### config.mk
export PLATFORM = sky130hd
export DESIGN_NAME = fpeig_top
export DESIGN_NICKNAME = d
export VERILOG_FILES = /design/src/logic/fpeig_pkg.sv /design/src/logic/fpeig_top.sv
export SDC_FILE = /design/constraint.sdc
export NUM_CORES = 1
export LEC_CHECK = 0
export ABC_CLOCK_PERIOD_IN_PS = 1650
export BUFFER_PORTS_ARGS = -buffer_cell sky130_fd_sc_hd__buf_2
export CAP_MARGIN = 10
export CORE_AREA = 2 2 39 41
export CTS_BUF_LIST = sky130_fd_sc_hd__clkbuf_2
export DETAILED_ROUTE_END_ITERATION = 7
export DIE_AREA = 0 0 41 43
export GPL_ROUTABILITY_DRIVEN = 0
export HOLD_SLACK_MARGIN = 0.05
export PLACE_DENSITY = 0.56
export SYNTH_ARGS = -nofsm -noshare
export SYNTH_HDL_FRONTEND = slang
export SYNTH_SLANG_ARGS = --single-unit
### constraint.sdc
create_clock -name clk_in -period 1.65 [get_ports clk_in]
set_input_delay 0.0825 -clock clk_in [delete_from_list [all_inputs] [get_ports clk_in]]
set_output_delay 0.0825 -clock clk_in [all_outputs]
set_load 0.01 [all_outputs]
### src/logic/fpeig_pkg.sv
// Package with constants and carrier types for the numeric error glue block.
package fpeig_pkg;

  // Width of the host I/O address bus.
  localparam int unsigned IO_ADDR_W = 16;

  // I/O port whose access acknowledges a numeric error.
  localparam logic [IO_ADDR_W-1:0] ACK_PORT_ADDR = 16'h00F0;

  // Values after reset: request clear, ignore output inactive (high).
  localparam logic IRQ_RESET_VAL    = 1'h0;
  localparam logic IGN_RESET_VAL    = 1'h0;
  localparam logic ERR_N_RESET_VAL  = 1'h1;
  localparam logic SAVED_RESET_VAL  = 1'h0;

  // Latency from a cause to a registered output, in clock cycles.
  localparam int unsigned OUT_LATENCY = 1;

  // One host I/O bus cycle as decoded by the bus interface.
  typedef struct packed {
    logic                 wr_strobe;
    logic                 rd_strobe;
    logic [IO_ADDR_W-1:0] addr;
  } fpeig_io_t;

  // Floating-point instruction issue from the core.
  typedef struct packed {
    logic wait_issue;
    logic nowait_issue;
  } fpeig_instr_t;

  // Result of an instruction issue.
  typedef struct packed {
    logic done;
    logic trap;
  } fpeig_result_t;

  // Instruction gate state, one-hot.
  typedef enum logic [2:0] {
    GATE_IDLE = 3'h1,
    GATE_DONE = 3'h2,
    GATE_TRAP = 3'h4
  } fpeig_gate_t;

endpackage

### src/logic/fpeig_top.sv
// Numeric error glue: interrupt request and ignore-error flip-flops.
`timescale 1ns/100ps
// Overview of operation
// - Two separate flip-flops hold the interrupt request and the ignore-error state.
// - An access to port 0F0H clears the numeric error interrupt request.
// - The same access sets the ignore flip-flop so the ignore output goes low.
// - While ignore is active, waiting instructions complete without the pending error.
// - Deassertion of the error output after clear-exceptions resets the ignore flip-flop.
// - Deassertion after save-and-initialise likewise clears the ignore flip-flop.
// - Reassertion of the error output by a restore never sets the ignore flip-flop.
// - A waiting instruction with an error pending and ignore inactive enters the handler.
// - No-wait instructions complete without the handler even with an error pending.

// Design notes.
// The ignore flip-flop is state the processor cannot see or save on its own. If management
// code saves and reinitialises the floating-point unit between the handler's acknowledge and
// its next waiting instruction, the error output drops and clears the ignore flip-flop; the
// later restore raises the error again but leaves ignore cleared, so the handler re-enters
// itself. The restore strobe and the ignore_active_out view exist so that management code can
// put the flip-flop back by hand.
// Priorities: an error edge beats an acknowledge on the request, and an acknowledge beats a
// restore, which beats an error release, on the ignore flip-flop.
// Every output follows its cause by one clock, and nothing here is buffered or counted.
// Limitation: a read of the acknowledge port counts as an acknowledge, just as a write does.
module fpeig_top (
  input  wire logic                    clk_in,
  input  wire logic                    arst_n_in,
  input  wire fpeig_pkg::fpeig_io_t    io_in,
  input  wire logic                    float_error_out_n_in,
  input  wire fpeig_pkg::fpeig_instr_t instr_in,
  input  wire logic                    ign_restore_in,
  input  wire logic                    ign_restore_val_in,
  output logic                         numeric_error_irq_out,
  output logic                         ignore_numeric_error_n_out,
  output logic                         ignore_active_out,
  output fpeig_pkg::fpeig_result_t     result_out
);

  // Storage and next values of both flip-flops, the error sample and the gate.
  logic                   irq_q;
  logic                   irq_d;
  logic                   ign_q;
  logic                   ign_d;
  logic                   err_n_q;
  fpeig_pkg::fpeig_gate_t gate_q;
  fpeig_pkg::fpeig_gate_t gate_d;

  // Port decode and error edge detection on the previous sample.
  wire port_hit   = (io_in.wr_strobe | io_in.rd_strobe)
                    & (io_in.addr == fpeig_pkg::ACK_PORT_ADDR);
  wire err_active = ~float_error_out_n_in;
  wire err_rise   = ~float_error_out_n_in & err_n_q;
  wire err_fall   = float_error_out_n_in & ~err_n_q;

  // Request flip-flop: a new error edge wins over a same-cycle acknowledge,
  // so an error arriving during the handler's port access is never lost.
  assign irq_d = err_rise ? 1'h1 :
                 port_hit ? 1'h0 :
                 irq_q;

  // Ignore flip-flop: set by the port access, loaded from ign_restore_val_in by the restore strobe, cleared when the error
  // output goes inactive. A restore that reasserts the error leaves it alone,
  // which is why management code must put its state back itself.
  assign ign_d = port_hit       ? 1'h1 :
                 ign_restore_in ? ign_restore_val_in :
                 err_fall       ? 1'h0 :
                 ign_q;

  // Instruction gate: pending error blocks waiting instructions unless
  // ignore is active; no-wait instructions always complete.
  always_comb begin
    gate_d = fpeig_pkg::GATE_IDLE;
    if (instr_in.nowait_issue) begin
      gate_d = fpeig_pkg::GATE_DONE;
    end else if (instr_in.wait_issue) begin
      if (err_active && !ign_q) begin
        gate_d = fpeig_pkg::GATE_TRAP;
      end else begin
        gate_d = fpeig_pkg::GATE_DONE;
      end
    end
  end

  // Two distinct storage flip-flops plus the error sample and gate state.
  always_ff @(posedge clk_in or negedge arst_n_in) begin
    if (!arst_n_in) begin
      irq_q   <= fpeig_pkg::IRQ_RESET_VAL;
      ign_q   <= fpeig_pkg::IGN_RESET_VAL;
      err_n_q <= fpeig_pkg::ERR_N_RESET_VAL;
      gate_q  <= fpeig_pkg::GATE_IDLE;
    end else begin
      irq_q   <= irq_d;
      ign_q   <= ign_d;
      err_n_q <= float_error_out_n_in;
      gate_q  <= gate_d;
    end
  end

  // Outputs; the ignore pin is active low, so a set flip-flop drives it low.
  assign numeric_error_irq_out      = irq_q;
  assign ignore_numeric_error_n_out = ~ign_q;
  assign ignore_active_out          = ign_q;
  assign result_out = '{done: (gate_q == fpeig_pkg::GATE_DONE),
                        trap: (gate_q == fpeig_pkg::GATE_TRAP)};

  // Checks on the guarded behaviour.

  a_irq_sets_on_error: assert property (
    @(posedge clk_in) disable iff (!arst_n_in)
    (float_error_out_n_in && $past(float_error_out_n_in) == 1'h1) ##1
      !float_error_out_n_in |=> numeric_error_irq_out)
    else $error("Request not set after error assertion.");

  a_port_clears_irq: assert property (
    @(posedge clk_in) disable iff (!arst_n_in)
    (port_hit && !(!float_error_out_n_in && err_n_q)) |=> !numeric_error_irq_out)
    else $error("Request not cleared by port access.");

  a_port_sets_ignore: assert property (
    @(posedge clk_in) disable iff (!arst_n_in)
    port_hit |=> (ignore_numeric_error_n_out == 1'h0) && ignore_active_out)
    else $error("Ignore output not driven low after port access.");

  a_deassert_clears_ign: assert property (
    @(posedge clk_in) disable iff (!arst_n_in)
    (!float_error_out_n_in ##1 float_error_out_n_in && !port_hit && !ign_restore_in)
      |=> ignore_numeric_error_n_out)
    else $error("Ignore not reset when error output deasserted.");

  a_restore_no_set: assert property (
    @(posedge clk_in) disable iff (!arst_n_in)
    (!ignore_active_out && !port_hit && !ign_restore_in) |=> !ignore_active_out)
    else $error("Ignore set without a port access.");

  a_ign_holds_no_fall: assert property (
    @(posedge clk_in) disable iff (!arst_n_in)
    (ignore_active_out && !float_error_out_n_in && !ign_restore_in
      ##1 !float_error_out_n_in)
      |-> ignore_active_out)
    else $error("Ignore lost while error output stayed asserted.");

  a_wait_traps: assert property (
    @(posedge clk_in) disable iff (!arst_n_in)
    (instr_in.wait_issue && !instr_in.nowait_issue && !float_error_out_n_in
      && !ignore_active_out) |=> result_out.trap && !result_out.done)
    else $error("Waiting instruction did not enter the handler.");

  a_ignore_completes: assert property (
    @(posedge clk_in) disable iff (!arst_n_in)
    (instr_in.wait_issue && ignore_active_out) |=> result_out.done && !result_out.trap)
    else $error("Waiting instruction trapped while ignore active.");

  a_nowait_completes: assert property (
    @(posedge clk_in) disable iff (!arst_n_in)
    instr_in.nowait_issue |=> result_out.done && !result_out.trap)
    else $error("No-wait instruction did not complete.");

  a_trap_has_cause: assert property (
    @(posedge clk_in) disable iff (!arst_n_in)
    result_out.trap |-> $past(float_error_out_n_in) == 1'h0)
    else $error("Handler entry without a pending error.");

  a_restore_loads: assert property (
    @(posedge clk_in) disable iff (!arst_n_in)
    (ign_restore_in && !port_hit) |=> ignore_active_out == $past(ign_restore_val_in))
    else $error("Ignore state not restored.");

  // Request flip-flop: it moves only on an error edge or an acknowledge.
  a_irq_holds_no_ack: assert property (
    @(posedge clk_in) disable iff (!arst_n_in)
    (numeric_error_irq_out && !port_hit)
      |=> numeric_error_irq_out)
    else $error("Request dropped without an acknowledge.");

  a_irq_no_spurious: assert property (
    @(posedge clk_in) disable iff (!arst_n_in)
    (!numeric_error_irq_out && !err_rise)
      |=> !numeric_error_irq_out)
    else $error("Request raised without an error edge.");

  a_other_port_ignored: assert property (
    @(posedge clk_in) disable iff (!arst_n_in)
    ((io_in.wr_strobe || io_in.rd_strobe) && (io_in.addr != fpeig_pkg::ACK_PORT_ADDR)
      && numeric_error_irq_out) |=> numeric_error_irq_out)
    else $error("Request cleared by an access to another port.");

  a_port_decode_acks: assert property (
    @(posedge clk_in) disable iff (!arst_n_in)
    ((io_in.wr_strobe || io_in.rd_strobe) && (io_in.addr == fpeig_pkg::ACK_PORT_ADDR)
      && float_error_out_n_in) |=> !numeric_error_irq_out && ignore_active_out)
    else $error("Acknowledge port access not decoded.");

  a_irq_restore_blind: assert property (
    @(posedge clk_in) disable iff (!arst_n_in)
    (ign_restore_in && !port_hit && !err_rise)
      |=> $stable(numeric_error_irq_out))
    else $error("Ignore restore disturbed the request flip-flop.");

  // Ignore flip-flop: once set it stays set until the error output is released or a restore loads a zero.
  a_ign_clear_cause: assert property (
    @(posedge clk_in) disable iff (!arst_n_in)
    (ignore_active_out && !ign_restore_in && !err_fall)
      |=> ignore_active_out)
    else $error("Ignore cleared without an error release.");

  // Instruction gate: a result follows an issue, and a trap needs an error with ignore off.
  a_result_has_issue: assert property (
    @(posedge clk_in) disable iff (!arst_n_in)
    (result_out.done || result_out.trap)
      |-> $past(instr_in.wait_issue || instr_in.nowait_issue))
    else $error("Instruction result without an issue.");

  a_wait_clean_done: assert property (
    @(posedge clk_in) disable iff (!arst_n_in)
    (instr_in.wait_issue && float_error_out_n_in)
      |=> result_out.done && !result_out.trap)
    else $error("Waiting instruction trapped with no error pending.");

  a_trap_no_ignore: assert property (
    @(posedge clk_in) disable iff (!arst_n_in)
    result_out.trap
      |-> !$past(ignore_active_out))
    else $error("Handler entry while ignore was active.");

endmodule

After elaboration in Yosys (flattened, before gate mapping) --
Index checks and enable logic that the tools add are counted.
Operators by class: equality and inequality tests 3, muxes and demuxes 8, bitwise logic cells 7, reductions and logical operators 4
Operators with widths (number):
- 16-bit by 8-bit == test with 1-bit output, second input constant | 1
- 3-bit 2-to-1 mux | 3
- 1-bit 2-to-1 mux | 5
- 1-bit AND | 3
- 3-bit by 2-bit == test with 1-bit output, second input constant | 1
- 3-bit == test, second input constant | 1
- 1-bit NOT | 3
- 3-bit nonzero test | 1
- 2-bit nonzero test | 1
- 1-bit logical AND | 1
- 1-bit zero test | 1
- 1-bit OR | 1
Storage, ports and cells: register bits 6, input bits 25, logic and storage cells 26

Logic depth before layout (Yosys ltp) --
word-level depth 5, gate-level depth with buffers 3, depth with buffers taken out 3

Least setup slack after synthesis --
OpenSTA, ideal clock, no wires.
path kind register to register, start register, netlist name numeric_error_irq_out, end register irq_q (netlist: numeric_error_irq_out), library setup time 0.126 ns, data arrival time 0.785 ns, required time 1.524 ns, slack 0.739 ns, stages on the path, launching flop included 3, period minus slack after synthesis 0.911 ns, cell sequence dfrtp_1 a21boi_0 a221o_1
RTL lines:
- to (signal assigned) | RTL line fpeig_top.sv:87 | irq_q <= fpeig_pkg::IRQ_RESET_VAL;
- to (signal assigned) | RTL line fpeig_top.sv:92 | irq_q <= irq_d;
- to (decl) | RTL line fpeig_top.sv:40 | logic irq_q;

Worst setup path in the final report --
start input instr_in[0] in the netlist's numbering, end register gate_q[0]
On the way: word-level cells in the longest chain between the ends 1
RTL lines:
- from (decl) | RTL line fpeig_top.sv:30 | input wire fpeig_pkg::fpeig_instr_t instr_in,
- 3-bit 2-to-1 mux | RTL line fpeig_top.sv:73 | if (instr_in.nowait_issue) begin
- net gate_d[0] | RTL line fpeig_top.sv:46 | fpeig_pkg::fpeig_gate_t gate_d;
- to (signal assigned) | RTL line fpeig_top.sv:90 | gate_q <= fpeig_pkg::GATE_IDLE;
- to (signal assigned) | RTL line fpeig_top.sv:95 | gate_q <= gate_d;
- to (decl) | RTL line fpeig_top.sv:45 | fpeig_pkg::fpeig_gate_t gate_q;
The timed path passes the listed nets, and every way through them passes these cells. A chain may end at the register's enable or synchronous reset.

==> summary.md <==
| Metric | Value |
|---|---|
| Wire length on met1 | `306 um` |
| Worst skew pair latency | `0.21 ns` |
| Vias/cell | `4.282` |
| CTS sink count | `6` |
| Post-route ant nets | `0` |
| Syn Nets | `50` |
| Crit share post-route | `73.91%` |
| Sequential-to-total area share from yosys stat | `54.71%` |
| Cells on Worst Hold Path | `3` |
| Area growth, synth to finish | `82.51%` |
| Initial antenna violation count | `0` |
| GRT Total Usage | `8.595%` |
| Layout cell share with drive strength beyond 1 | `56.45%` |
| Diode count | `0` |
| FFs w/ async S/R, synth | `100.0%` |
| Max stage delay cell, worst path | `dlygate4sd3_1` |
| Peak Freq | `820.0 MHz` |
| Vias | `334` |
| Worst path cell trace | `dlygate4sd3_1 -> buf_2 -> nor2_1 -> dlygate4sd3_1` |
| Final TNS setup | `0 ns` |
| R2R Path Start | `numeric_error_irq_out` |
| Crit path time final | `1.220 ns` |
| Wirelength per Cell | `8.756 um` |
| Max FO, Critical Path | `3` |
| Warnings, synthesis | `0` |
| Total gr overflow | `0` |
| Max Cap Viol | `0` |
| Synth Area per Inst | `11.16 um2` |
| FF-to-FF path depth | `2` |
| Top Ports | `30` |
| CTS Hold Bufs | `5` |
| CP startpoint kind | `input pin` |
| CTS root buf | `clkbuf_2` |
| Least-Margin Pin Slew | `0.3251 ns` |
| Place WS | `0.5701 ns` |
| CP top delay family | `buffers and inverters` |
| Cts repair resizes | `0` |
| TritonCTS buffer count | `3` |
| Via count of the first global-routing pass | `327` |
| Status | `completed` |
| Unrepaired setup endpoints after global routing | `no` |
| DRT Wirelength | `683 um` |
| WL met2 | `291 um` |
| Core Region | `1384 um2` |
| Postcts setup bufs | `0` |
| DRC violations left | `0` |
| Top sig layer | `met3` |
| Min-Delay Path Class | `input pin to flop` |
| TritonCTS clock tree | `done` |
| R2R Setup Slk | `0.75 ns` |
| Post-DP HPWL | `572.5 um` |
| Fillers | `138` |
| First-pass GRT wire length | `1041 um` |
| Pleak | `0.2478 nW` |
| 1st-pass router iterations | `2` |
| Dpl cell area | `444.2 um2` |
| Final net count | `89` |
| Max Transition Viols Final | `0` |
| Synth Instances | `25` |
| Slew HR | `78.12%` |
| FP Rows | `14` |
| Clock skew | `0.001506 ns` |
| Final WS setup | `0.4305 ns` |
| Post-synth top area share | `35.87%` |
| Total power | `0.3223 mW` |
| Data required, critical path | `1.80 ns` |
| WS Path Type | `input pin to flop` |
| Synth Register Bits | `6` |
| CTS clock-pin slew for the worst setup and hold paths | `0.06 ns` |
| Worst EP arrival | `1.37 ns` |
| Die Width | `41 um` |
| DRT iter0 DRCs | `1` |
| CP bufs+invs | `3` |
| Pin count of the biggest net entering global routing | `7` |
| Area leader, netlist | `dfrtp_1` |
| H-tree Lvls | `1` |
| Final instance area | `509.2 um2` |
| Final Hold Vio Count | `0` |
| Most used cell, CP | `dlygate4sd3_1` |
| WHS Endpoint | `ignore_active_out` |
| Reg-to-reg endpoint | `numeric_error_irq_out` |
| Setup Viol. Count Final | `0` |
| Routed wl met3 | `85 um` |
| Pwr Density | `632.9 nW/um2` |
| Most area-consuming cells after synthesis | `dfrtp_1, dfstp_2, nor3b_1` |
| DIE AREA | `1763 um2` |
| Min-delay src | `ign_restore_val_in` |
| Crit. End Element | `flop` |
| PortBufs | `29` |
| Synth cell types | `16` |
| Max clock buf depth | `2` |
| Die Y-Extent | `43 um` |
| Worst vdd ir | `183.4 uV` |
| Initial core utilization | `20.16%` |
| Crit path largest cell delay | `0.55 ns` |
| Post-synth EDFFs | `0` |
| Main synth FF type | `dfrtp_1` |
| Synth Cell Area | `279.0 um2` |
| Most common cell in the netlist | `dfrtp_1` |
==> per-stage QoR <==
| step | hold slack, ns | cells | util, % |
|---|---|---|---|
| detailed placement | -0.08869 | 70 | 32.10 |
| finish | 0.09038 | 78 | 36.80 |
| global placement | -0.09020 | 70 | 32.10 |
| global route | 0.09826 | 78 | 36.80 |
| CTS | 0.08273 | 78 | 36.80 |
| floorplan | -0.2131 | 25 | - |
==> worst max-delay path by stage <==
stage	startpoint	end	slack (ns)	depth (start not counted)
floorplan	numeric_error_irq_out	numeric_error_irq_out	0.74	2
CTS	instr_in[0]	gate_q[0]	0.44	4
global route	instr_in[0]	gate_q[0]	0.36	4
global placement	io_in[0]	numeric_error_irq_out	0.59	4
finish	instr_in[0]	gate_q[0]	0.43	4
detailed placement	io_in[0]	numeric_error_irq_out	0.57	4
==> placed cells by master, fill, tap and decap left out, types with 2 or more instances in the layout <==
cell / Yosys / routed
buf_2: 0 / 29
inv_1: 2 / 2
dfrtp_1: 4 / 4
dfstp_2: 2 / 2
o21ai_0: 2 / 2
nand2_1: 2 / 2
dlygate4sd3_1: 0 / 5
nor3b_1: 2 / 2
clkbuf_2: 0 / 3
nor4_1: 2 / 2
==> tightest hold or removal path, stage by stage <==
cell and delay [ns]:
buf_2 0.08, nand2_1 0.04, o221ai_1 0.06
==> routing by layer <==
layer	GRT usage (%)	vias to the layer above
met1	10.20	137
li1	-	171
met4	8.000	0
met2	13.13	26
met5	0	-
met3	0	0
==> where the power goes <==
part / leakage, nW / switching, mW / internal, mW
logic: 0.169 / 0.0246 / 0.0392
clock network: 0.0125 / 0.0482 / 0.0492
registers: 0.0665 / 0.00464 / 0.156
==> flip-flops by register name, indices dropped and copies added (netlist names) <==
| name | cells |
|---|---|
| err_n_q | 1 |
| gate_q | 3 |
| ignore_active_out | 1 |
| numeric_error_irq_out | 1 |
==> kinds of logic after synthesis <==
| logic type | share of synthesized area (%) |
|---|---|
| AND/OR/NAND/NOR | 26.91 |
| flip-flops | 54.71 |
| AO/OA/AOI/OAI | 15.70 |
| buffers and inverters | 2.692 |
==> cell type report <==
| cell class | instances | area (um2) | area share [%] |
|---|---|---|---|
| inverters | 2 | 7.507 | 1.474 |
| repair buffers | 34 | 195.2 | 38.33 |
| multi-input cells | 17 | 118.9 | 23.34 |
| well taps | 16 | 20.02 | 3.931 |
| clock buffers | 3 | 15.01 | 2.948 |
| flip-flops and latches | 6 | 152.6 | 29.98 |
Power figures use the tool's default switching activity.
